### src/rtl/port_pkg.sv
package port_pkg;
   localparam logic [15:0] ADDR_PIN_LATCH   = 16'hFFDD;
   localparam logic [15:0] ADDR_DIRECTION   = 16'hFFED;
   localparam logic [15:0] ADDR_LCD_CTRL    = 16'hFFC0;
   localparam logic [7:0]  PIN_LATCH_RESET  = 8'hF0;
   localparam logic [7:0]  DIRECTION_RESET  = 8'hF0;
   localparam logic [7:0]  LCD_CTRL_RESET   = 8'h00;
   localparam logic [7:0]  RDATA_IDLE       = 8'h00;
   localparam logic [3:0]  PIN_OUT_RESET    = 4'h0;
   localparam logic [3:0]  PIN_OE_RESET     = 4'h0;
   localparam logic [3:0]  UNUSED_ONES      = 4'hF;
   localparam logic [7:0]  ALL_ONES         = 8'hFF;
   localparam int          SEG_SEL_LSB      = 0;
   localparam int          SEG_EXT_BIT      = 4;
   localparam int          COMMON_DUP_BIT   = 5;
   localparam int          DUTY_LSB         = 6;
   localparam logic [3:0]  SEG_SEL_IO       = 4'h0;
   localparam logic [1:0]  DUTY_STATIC      = 2'h0;
   localparam logic [1:0]  DUTY_HALF        = 2'h1;
   localparam logic [1:0]  DUTY_QUARTER     = 2'h3;
   typedef enum logic [1:0] {MODE_RUN, MODE_HIZ, MODE_HOLD} power_mode_t;
endpackage : port_pkg

### src/rtl/four_bit_port.sv
// Operation
// RL1: Output direction reads back the latch
// RL2: Input direction reads the pin level
// RL3: Pin latch resets to F0
// RL4: Direction bit one drives, zero receives
// RL5: Direction register resets to F0
// RL6: Direction register write-only, reads all ones
// RL7: Latch and direction act only in I/O
// RL8: Pin 0 common 1 unless I/O forced
// RL9: Pin 1 common 2 by duplex or duty
// RL10: Pin 2 common 3 by duplex or duty
// RL11: Pin 3 common 4 by duplex or duty
// RL12: Hi-Z in reset/standby, hold in sleeps
// RL13: Upper latch bits ignore writes, read one
`timescale 1ns/10ps
`default_nettype none
module four_bit_port (
   input  wire logic                      ref_clk,     // System clock
   input  wire logic                      rst_n,       // Async reset, low
   input  wire logic [15:0]               addr,        // Register address
   input  wire logic [7:0]                wdata,       // Write data
   input  wire logic                      wr_en,       // Write strobe
   input  wire logic                      rd_en,       // Read strobe
   output logic      [7:0]                rdata,       // Read data, next cycle
   input  wire port_pkg::power_mode_t     power_mode,  // Operating mode class
   input  wire logic [3:0]                lcd_common,  // Common lines 1..4
   input  wire logic [3:0]                pin_in,      // Pin levels
   output logic      [3:0]                pin_out,     // Pin drive value
   output logic      [3:0]                pin_oe,      // Pin drive enable
   output logic      [3:0]                common_sel   // Pin in common mode
);
   logic [3:0] latch_reg, latch_next;
   logic [3:0] dir_reg, dir_next;
   logic [7:0] lcd_reg, lcd_next;
   logic [7:0] rdata_reg, rdata_next;
   logic [3:0] out_reg, out_next;
   logic [3:0] oe_reg, oe_next;
   logic [3:0] com_mux;
   logic [3:0] seg_sel;
   logic       seg_ext, common_duplex_select, io_forced;
   logic [1:0] duty;

   assign seg_sel   = lcd_reg[port_pkg::SEG_SEL_LSB +: 4];
   assign seg_ext   = lcd_reg[port_pkg::SEG_EXT_BIT];
   assign common_duplex_select       = lcd_reg[port_pkg::COMMON_DUP_BIT];
   assign duty      = lcd_reg[port_pkg::DUTY_LSB +: 2];
   assign io_forced = !seg_ext && seg_sel == port_pkg::SEG_SEL_IO;

   always_comb begin
      com_mux[0] = !io_forced;                                             // [RL8]
      com_mux[1] = !io_forced && (common_duplex_select || duty != port_pkg::DUTY_STATIC);   // [RL9]
      com_mux[2] = !io_forced && (common_duplex_select || (duty != port_pkg::DUTY_STATIC
                                  && duty != port_pkg::DUTY_HALF));        // [RL10]
      com_mux[3] = !io_forced && (common_duplex_select || duty == port_pkg::DUTY_QUARTER);  // [RL11]
   end

   always_comb begin
      latch_next = latch_reg;
      dir_next   = dir_reg;
      lcd_next   = lcd_reg;
      if (wr_en) begin
         unique case (addr)
            port_pkg::ADDR_PIN_LATCH: latch_next = wdata[3:0];   // [RL13]
            port_pkg::ADDR_DIRECTION: dir_next   = wdata[3:0];
            port_pkg::ADDR_LCD_CTRL:  lcd_next   = wdata;
            default: ;
         endcase
      end
   end

   always_comb begin
      rdata_next = port_pkg::RDATA_IDLE;
      if (rd_en) begin
         unique case (addr)
            port_pkg::ADDR_PIN_LATCH:
               rdata_next = {port_pkg::UNUSED_ONES,
                             (dir_reg & latch_reg) | (~dir_reg & pin_in)};   // [RL1] [RL2] [RL13]
            port_pkg::ADDR_DIRECTION: rdata_next = port_pkg::ALL_ONES;       // [RL6]
            port_pkg::ADDR_LCD_CTRL:  rdata_next = lcd_reg;
            default: ;
         endcase
      end
   end

   // Sleep classes freeze the pads so the panel keeps its last level
   always_comb begin
      out_next = out_reg;
      oe_next  = oe_reg;
      unique case (power_mode)
         port_pkg::MODE_HIZ: begin
            oe_next = 4'h0;                                                // [RL12]
         end
         port_pkg::MODE_HOLD: ;                                            // [RL12]
         port_pkg::MODE_RUN: begin
            for (int i = 0; i < 4; i++) begin
               out_next[i] = com_mux[i] ? lcd_common[i] : latch_reg[i];    // [RL7]
               oe_next[i]  = com_mux[i] | dir_reg[i];                      // [RL4] [RL7]
            end
         end
         default: oe_next = 4'h0;
      endcase
   end

   always_ff @(posedge ref_clk or negedge rst_n) begin
      if (!rst_n) begin
         latch_reg <= port_pkg::PIN_LATCH_RESET[3:0];   // [RL3]
         dir_reg   <= port_pkg::DIRECTION_RESET[3:0];   // [RL5]
         lcd_reg   <= port_pkg::LCD_CTRL_RESET;
         rdata_reg <= port_pkg::RDATA_IDLE;
         out_reg   <= port_pkg::PIN_OUT_RESET;
         oe_reg    <= port_pkg::PIN_OE_RESET;           // [RL12]
      end else begin
         latch_reg <= latch_next;
         dir_reg   <= dir_next;
         lcd_reg   <= lcd_next;
         rdata_reg <= rdata_next;
         out_reg   <= out_next;
         oe_reg    <= oe_next;
      end
   end

   assign rdata      = rdata_reg;
   assign pin_out    = out_reg;
   assign pin_oe     = oe_reg;
   assign common_sel = com_mux;
endmodule : four_bit_port
`default_nettype wire

### config.mk
export PLATFORM = sky130hd
export DESIGN_NAME = four_bit_port
export DESIGN_NICKNAME = d
export VERILOG_FILES = /design/src/rtl/port_pkg.sv /design/src/rtl/four_bit_port.sv
export SDC_FILE = /design/constraint.sdc
export NUM_CORES = 1
export LEC_CHECK = 0
export ABC_CLOCK_PERIOD_IN_PS = 3300
export BUFFER_PORTS_ARGS = -buffer_cell sky130_fd_sc_hd__buf_2
export CAP_MARGIN = 10
export CORE_ASPECT_RATIO = 1.4
export CORE_MARGIN = 4
export CORE_UTILIZATION = 30
export DETAILED_ROUTE_END_ITERATION = 8
export GPL_ROUTABILITY_DRIVEN = 0
export PLACE_DENSITY = 0.56
export REMOVE_ABC_BUFFERS = 1
export SKIP_CTS_REPAIR_TIMING = 1
export SLEW_MARGIN = 20
export SYNTH_ARGS = -nofsm -noshare
export SYNTH_HDL_FRONTEND = slang
export SYNTH_SLANG_ARGS = --single-unit
### constraint.sdc
create_clock -name ref_clk -period 3.3 [get_ports ref_clk]
set_input_delay 0 -clock ref_clk [delete_from_list [all_inputs] [get_ports ref_clk]]
set_output_delay 0 -clock ref_clk [all_outputs]
set_load 0.01 [all_outputs]
# ---- Word level (Yosys, flattened, before mapping)
# Index checks and enable logic that the tools add are counted.
dict set report word_totals {
  ff_bits 32
  word_cells 43
}
dict set report classes {
  eq_ne 6
  muxes 7
  n_bitwise 8
  n_reduce_logical 16
}
# cell count
set ops {}
lappend ops {{== test 16 bit, second input constant} 3}
lappend ops {{case mux 8 bit (3 select lines)} 1}
lappend ops {{AND 4 bit} 2}
lappend ops {{2-to-1 mux 8 bit} 1}
lappend ops {{case mux 4 bit (2 select lines)} 1}
lappend ops {{AND reduction 2 bit} 3}
lappend ops {{logical AND 1 bit} 5}
lappend ops {{== test 2 bit, second input constant} 2}
lappend ops {{zero test 4 bit} 1}
lappend ops {{2-to-1 mux 1 bit} 4}
lappend ops {{inverter 4 bit} 1}
lappend ops {{OR 1 bit} 4}
lappend ops {{OR 4 bit} 1}
lappend ops {{logical OR 1 bit} 3}
lappend ops {{zero test 1 bit} 2}
lappend ops {{zero test 2 bit} 1}
lappend ops {{!= test 2 x 1 -> 1 bit, second input constant} 1}
lappend ops {{nonzero test 2 bit} 1}

# ---- Depth between registers and ports, before layout
dict set report depth {
  word_depth 6
  ltp_mapped 4
}

# ---- Worst setup path after synthesis
# OpenSTA, ideal clock, no wires.
dict set report synth_timing {
  path_type {register -> register}
  startpoint {reg lcd_reg[1]}
  endpoint {reg out_reg[1], in the netlist pin_out[1]}
  setup_ns 0.141
  arrival_ns 1.339
  slack_ns 1.820
  stages_incl_launch_ff 5
  period_less_slack_ns 1.480
  path_cell_list {dfrtp_1 nor4_1 a22oi_1 mux2i_1 a21oi_1}
}
dict set report synth_between {
  elab_chain_len 5
}
# element line_no
set synth_lines {}
lappend synth_lines {{from (decl)} four_bit_port.sv:34} ;# logic [7:0] lcd_reg, lcd_next;
lappend synth_lines {{from (signal assigned)} four_bit_port.sv:108} ;# lcd_reg <= port_pkg::LCD_CTRL_RESET;
lappend synth_lines {{from (signal assigned)} four_bit_port.sv:115} ;# lcd_reg <= lcd_next;
lappend synth_lines {{zero test 4 bit} four_bit_port.sv:47} ;# assign io_forced = !seg_ext && seg_sel == port_pkg::SEG_SEL_IO;
lappend synth_lines {{logical AND 1 bit} four_bit_port.sv:47}
lappend synth_lines {{zero test 1 bit} four_bit_port.sv:51} ;# com_mux[1] = !io_forced && (common_duplex_select || duty != port_pkg::DUTY_STATIC);
lappend synth_lines {{logical AND 1 bit} four_bit_port.sv:51}
lappend synth_lines {{named net common_sel[1]} four_bit_port.sv:30} ;# output logic [3:0] common_sel
lappend synth_lines {{2-to-1 mux 1 bit} four_bit_port.sv:96} ;# out_next[i] = com_mux[i] ? lcd_common[i] : latch_reg[i];
lappend synth_lines {{to (signal assigned)} four_bit_port.sv:110} ;# out_reg <= port_pkg::PIN_OUT_RESET;
lappend synth_lines {{to (signal assigned)} four_bit_port.sv:117} ;# out_reg <= out_next;
lappend synth_lines {{to (decl)} four_bit_port.sv:36} ;# logic [3:0] out_reg, out_next;
# The timed path passes the listed nets, and every way through them passes these cells.
# A chain may end at the register's enable or synchronous reset.

# ---- Worst setup path after layout
dict set report layout_timing {
  startpoint {reg lcd_reg[1]}
  endpoint {out common_sel[1]}
}
dict set report layout_between {
  elab_chain_len 4
}
# element line_no
set layout_lines {}
lappend layout_lines {{zero test 4 bit} four_bit_port.sv:47}
lappend layout_lines {{logical AND 1 bit} four_bit_port.sv:47}
lappend layout_lines {{zero test 1 bit} four_bit_port.sv:51}
lappend layout_lines {{logical AND 1 bit} four_bit_port.sv:51}
lappend layout_lines {{to (decl)} four_bit_port.sv:30}
# No other way between the ends.

==> out/qor.csv <==
metric;value;unit
min Tclk post-route;1676;ps
DRC;0;
post-synthesis register bit count;32;
DIE WIDTH;67.12;um
type of the worst min-delay path;input pin to flip-flop;
clock sinks;32;
worst skew pair latency;280;ps
Pins Over Slew Limit;0;
drt first pass iters;4;
Row Count;29;
Startpoint Class;flip-flop;
share of cells above drive strength 1;0.4286;
Final Cycle Share;0.5079;
area share of the largest cell type after synthesis;0.5456;
vias in the first global route;1287;
grt ovf;0;
critical path type;flip-flop to output pin;
register area;800.8;sq um
number of library cell types mapped by synthesis;25;
wire per inst;14.80;um
drt first-iter violations;34;
placed insts;241;
Crit. End Element;output pin;
Syn Inst Count;123;
Cell Area, Synth;1468;sq um
Mapped Avg Cell Area;11.93;sq um
number of port buffers;57;
worst-path fanout max;4;
Clock Skews;2.599;ps
GRT Overall Usage;0.1331;
R2R Setup Slk;1620;ps
Setup TNS;0;ps
Req. time, crit path;3300;ps
CTS clk-pin slew, worst paths;60;ps
final hold violation count;0;
post-route insts no fill;258;
initial antenna violation count;0;
post-DP HPWL;3054;um
crit path DAT;1680;ps
ant diodes;0;
Area growth syn-to-layout;36.74;%
status;completed;
Area after DPL;1827;sq um
core box area;4644;sq um
Final Cell Area;2007;sq um
unrepaired setup endpoints after global routing;no;
cts bufs inserted;5;
Pwr Density;391.3;nW/um^2
CTS tree;yes;
Vias/cell;4.806;
Max Clock Freq;596.6;MHz
first-pass GRT wire length;6037;um
area occupied by multi-input gates;636.9;sq um
Max Root-Sink Buffers;2;
Routed Antenna Nets;0;
worst min-delay path startpoint;wdata[0];
Hold EP;dir_reg[0];
die area;6091;sq um
starting density of the core;0.3160;
Worst-Margin Slew;696.3;ps
FF-to-FF End;pin_out[1];
die height;90.76;um
Worst Hold Depth;2;
RR Startpoint;lcd_reg[1];
H-tree depth;2;
top cell type by total area after synthesis;dfrtp_1;
dominant cells by area after synthesis;dfrtp_1 55%, mux2_2 10%, mux2i_1 5.5%, mux2_4 3.1%, nor3_1 2.7%;
post-synthesis sequential area ratio;0.5456;
Worst Reg2Reg Path Length in Cells;4;
Routed Wire Length;3819;um
Max Cap Viol;0;
largest net degree at the start of global routing;33;
# IOs;58;
root buf cell;clkbuf_8;
Slew headroom;0.5358;
via count;1240;
# nets final;233;
Peak VDD IR;0.1673;mV
yosys warns;0;
fill count;496;
Setup-failing EPs final;0;
Lkg Pwr;1.008;nW
-- stage by stage --
stage,setup slack [ps],utilization,hold slack (ps),power (mW)
floorplan,1820,-,-295.6,0.4348
global placement,1645,0.3933,77.30,0.4824
detailed placement,1635,0.3933,91.35,0.4847
CTS,1622,0.4127,-209.8,0.7879
global route,1528,0.4321,1.935,0.8242
finish,1624,0.4321,3.697,0.7854
-- worst max-delay path, stage by stage (launching register included) --
cell	delay, ps
dfrtp_1	390
nor4_1	550
a22oi_1	260
buf_2	200
-- synth_stat cells --
cell type	n
dfrtp_1	32
mux2_2	13
mux2i_1	8
nor3_1	8
o21ai_0	8
a21oi_1	7
inv_1	7
nor2_1	7
a22o_1	4
nand4_1	4
nor2b_1	4
mux2_4	3
nor4_1	3
and3_2	2
nand2_1	2
nand2b_1	2
a22oi_1	1
and2_1	1
clkbuf_1	1
nand3_1	1
nand3_4	1
nand4b_1	1
nor4_4	1
o211ai_1	1
or4_4	1
-- cell type report --
cell class | instances | share of cell area
inverters | 7 | 0.01309
well taps | 62 | 0.03865
clock buffers | 8 | 0.04489
multi-input cells | 83 | 0.3173
repair buffers | 66 | 0.1870
flip-flops and latches | 32 | 0.3990
-- worst max path at each step --
stage | startpoint | to | slack [ps]
2_1_floorplan | lcd_reg[1] | pin_out[1] | 1820
3_3_place_gp | lcd_reg[1] | pin_out[1] | 1640
3_5_place_dp | lcd_reg[1] | pin_out[1] | 1640
4_1_cts | lcd_reg[1] | common_sel[2] | 1620
5_1_grt | lcd_reg[3] | pin_out[1] | 1530
6_report | lcd_reg[1] | common_sel[1] | 1620
-- per-layer routing --
| metal | part of all wire | vias up | global-route usage |
|---|---|---|---|
| li1 | - | 595 | - |
| met1 | 0.36 | 599 | 0.1400 |
| met2 | 0.55 | 41 | 0.2354 |
| met3 | 0.063 | 5 | 0.02989 |
| met4 | 0.022 | 0 | 0.07107 |
| met5 | 0 | - | 0 |
-- cell families after synthesis --
| kind of cell | count (synthesis) | synth area share |
|---|---|---|
| buffers and inverters | 8 | 0.02046 |
| AO/OA/AOI/OAI | 21 | 0.08525 |
| AND/OR/NAND/NOR | 38 | 0.1637 |
| multiplexers | 24 | 0.1850 |
| flip-flops | 32 | 0.5456 |
-- layout by cell type (no fill, tap or decap), drive strengths merged --
cell type    Yosys  layout
inv              7       7
a21oi            7       7
nand2            2       2
and3             2       2
o21ai            8       8
nand3            2       2
nand2b           2       2
and2             1       1
dlygate4sd3      0       9
mux2            16      16
clkbuf           1       8
o211ai           1       1
nand4            4       4
mux2i            8       8
nand4b           1       1
nor3             8       8
or4              1       1
nor4             4       4
nor2b            4       4
nor2             7       7
a22o             4       4
buf              0      57
a22oi            1       1
dfrtp           32      32
-- power breakdown --
group | internal [mW] | switching, mW | leakage [nW] | total, mW
sequential | 0.400 | 0.00410 | 0.437 | 0.404
combinational | 0.0382 | 0.0414 | 0.525 | 0.0796
clock | 0.170 | 0.132 | 0.0455 | 0.301
total | 0.608 | 0.177 | 1.01 | 0.785
(Power assumes the default switching activity.)
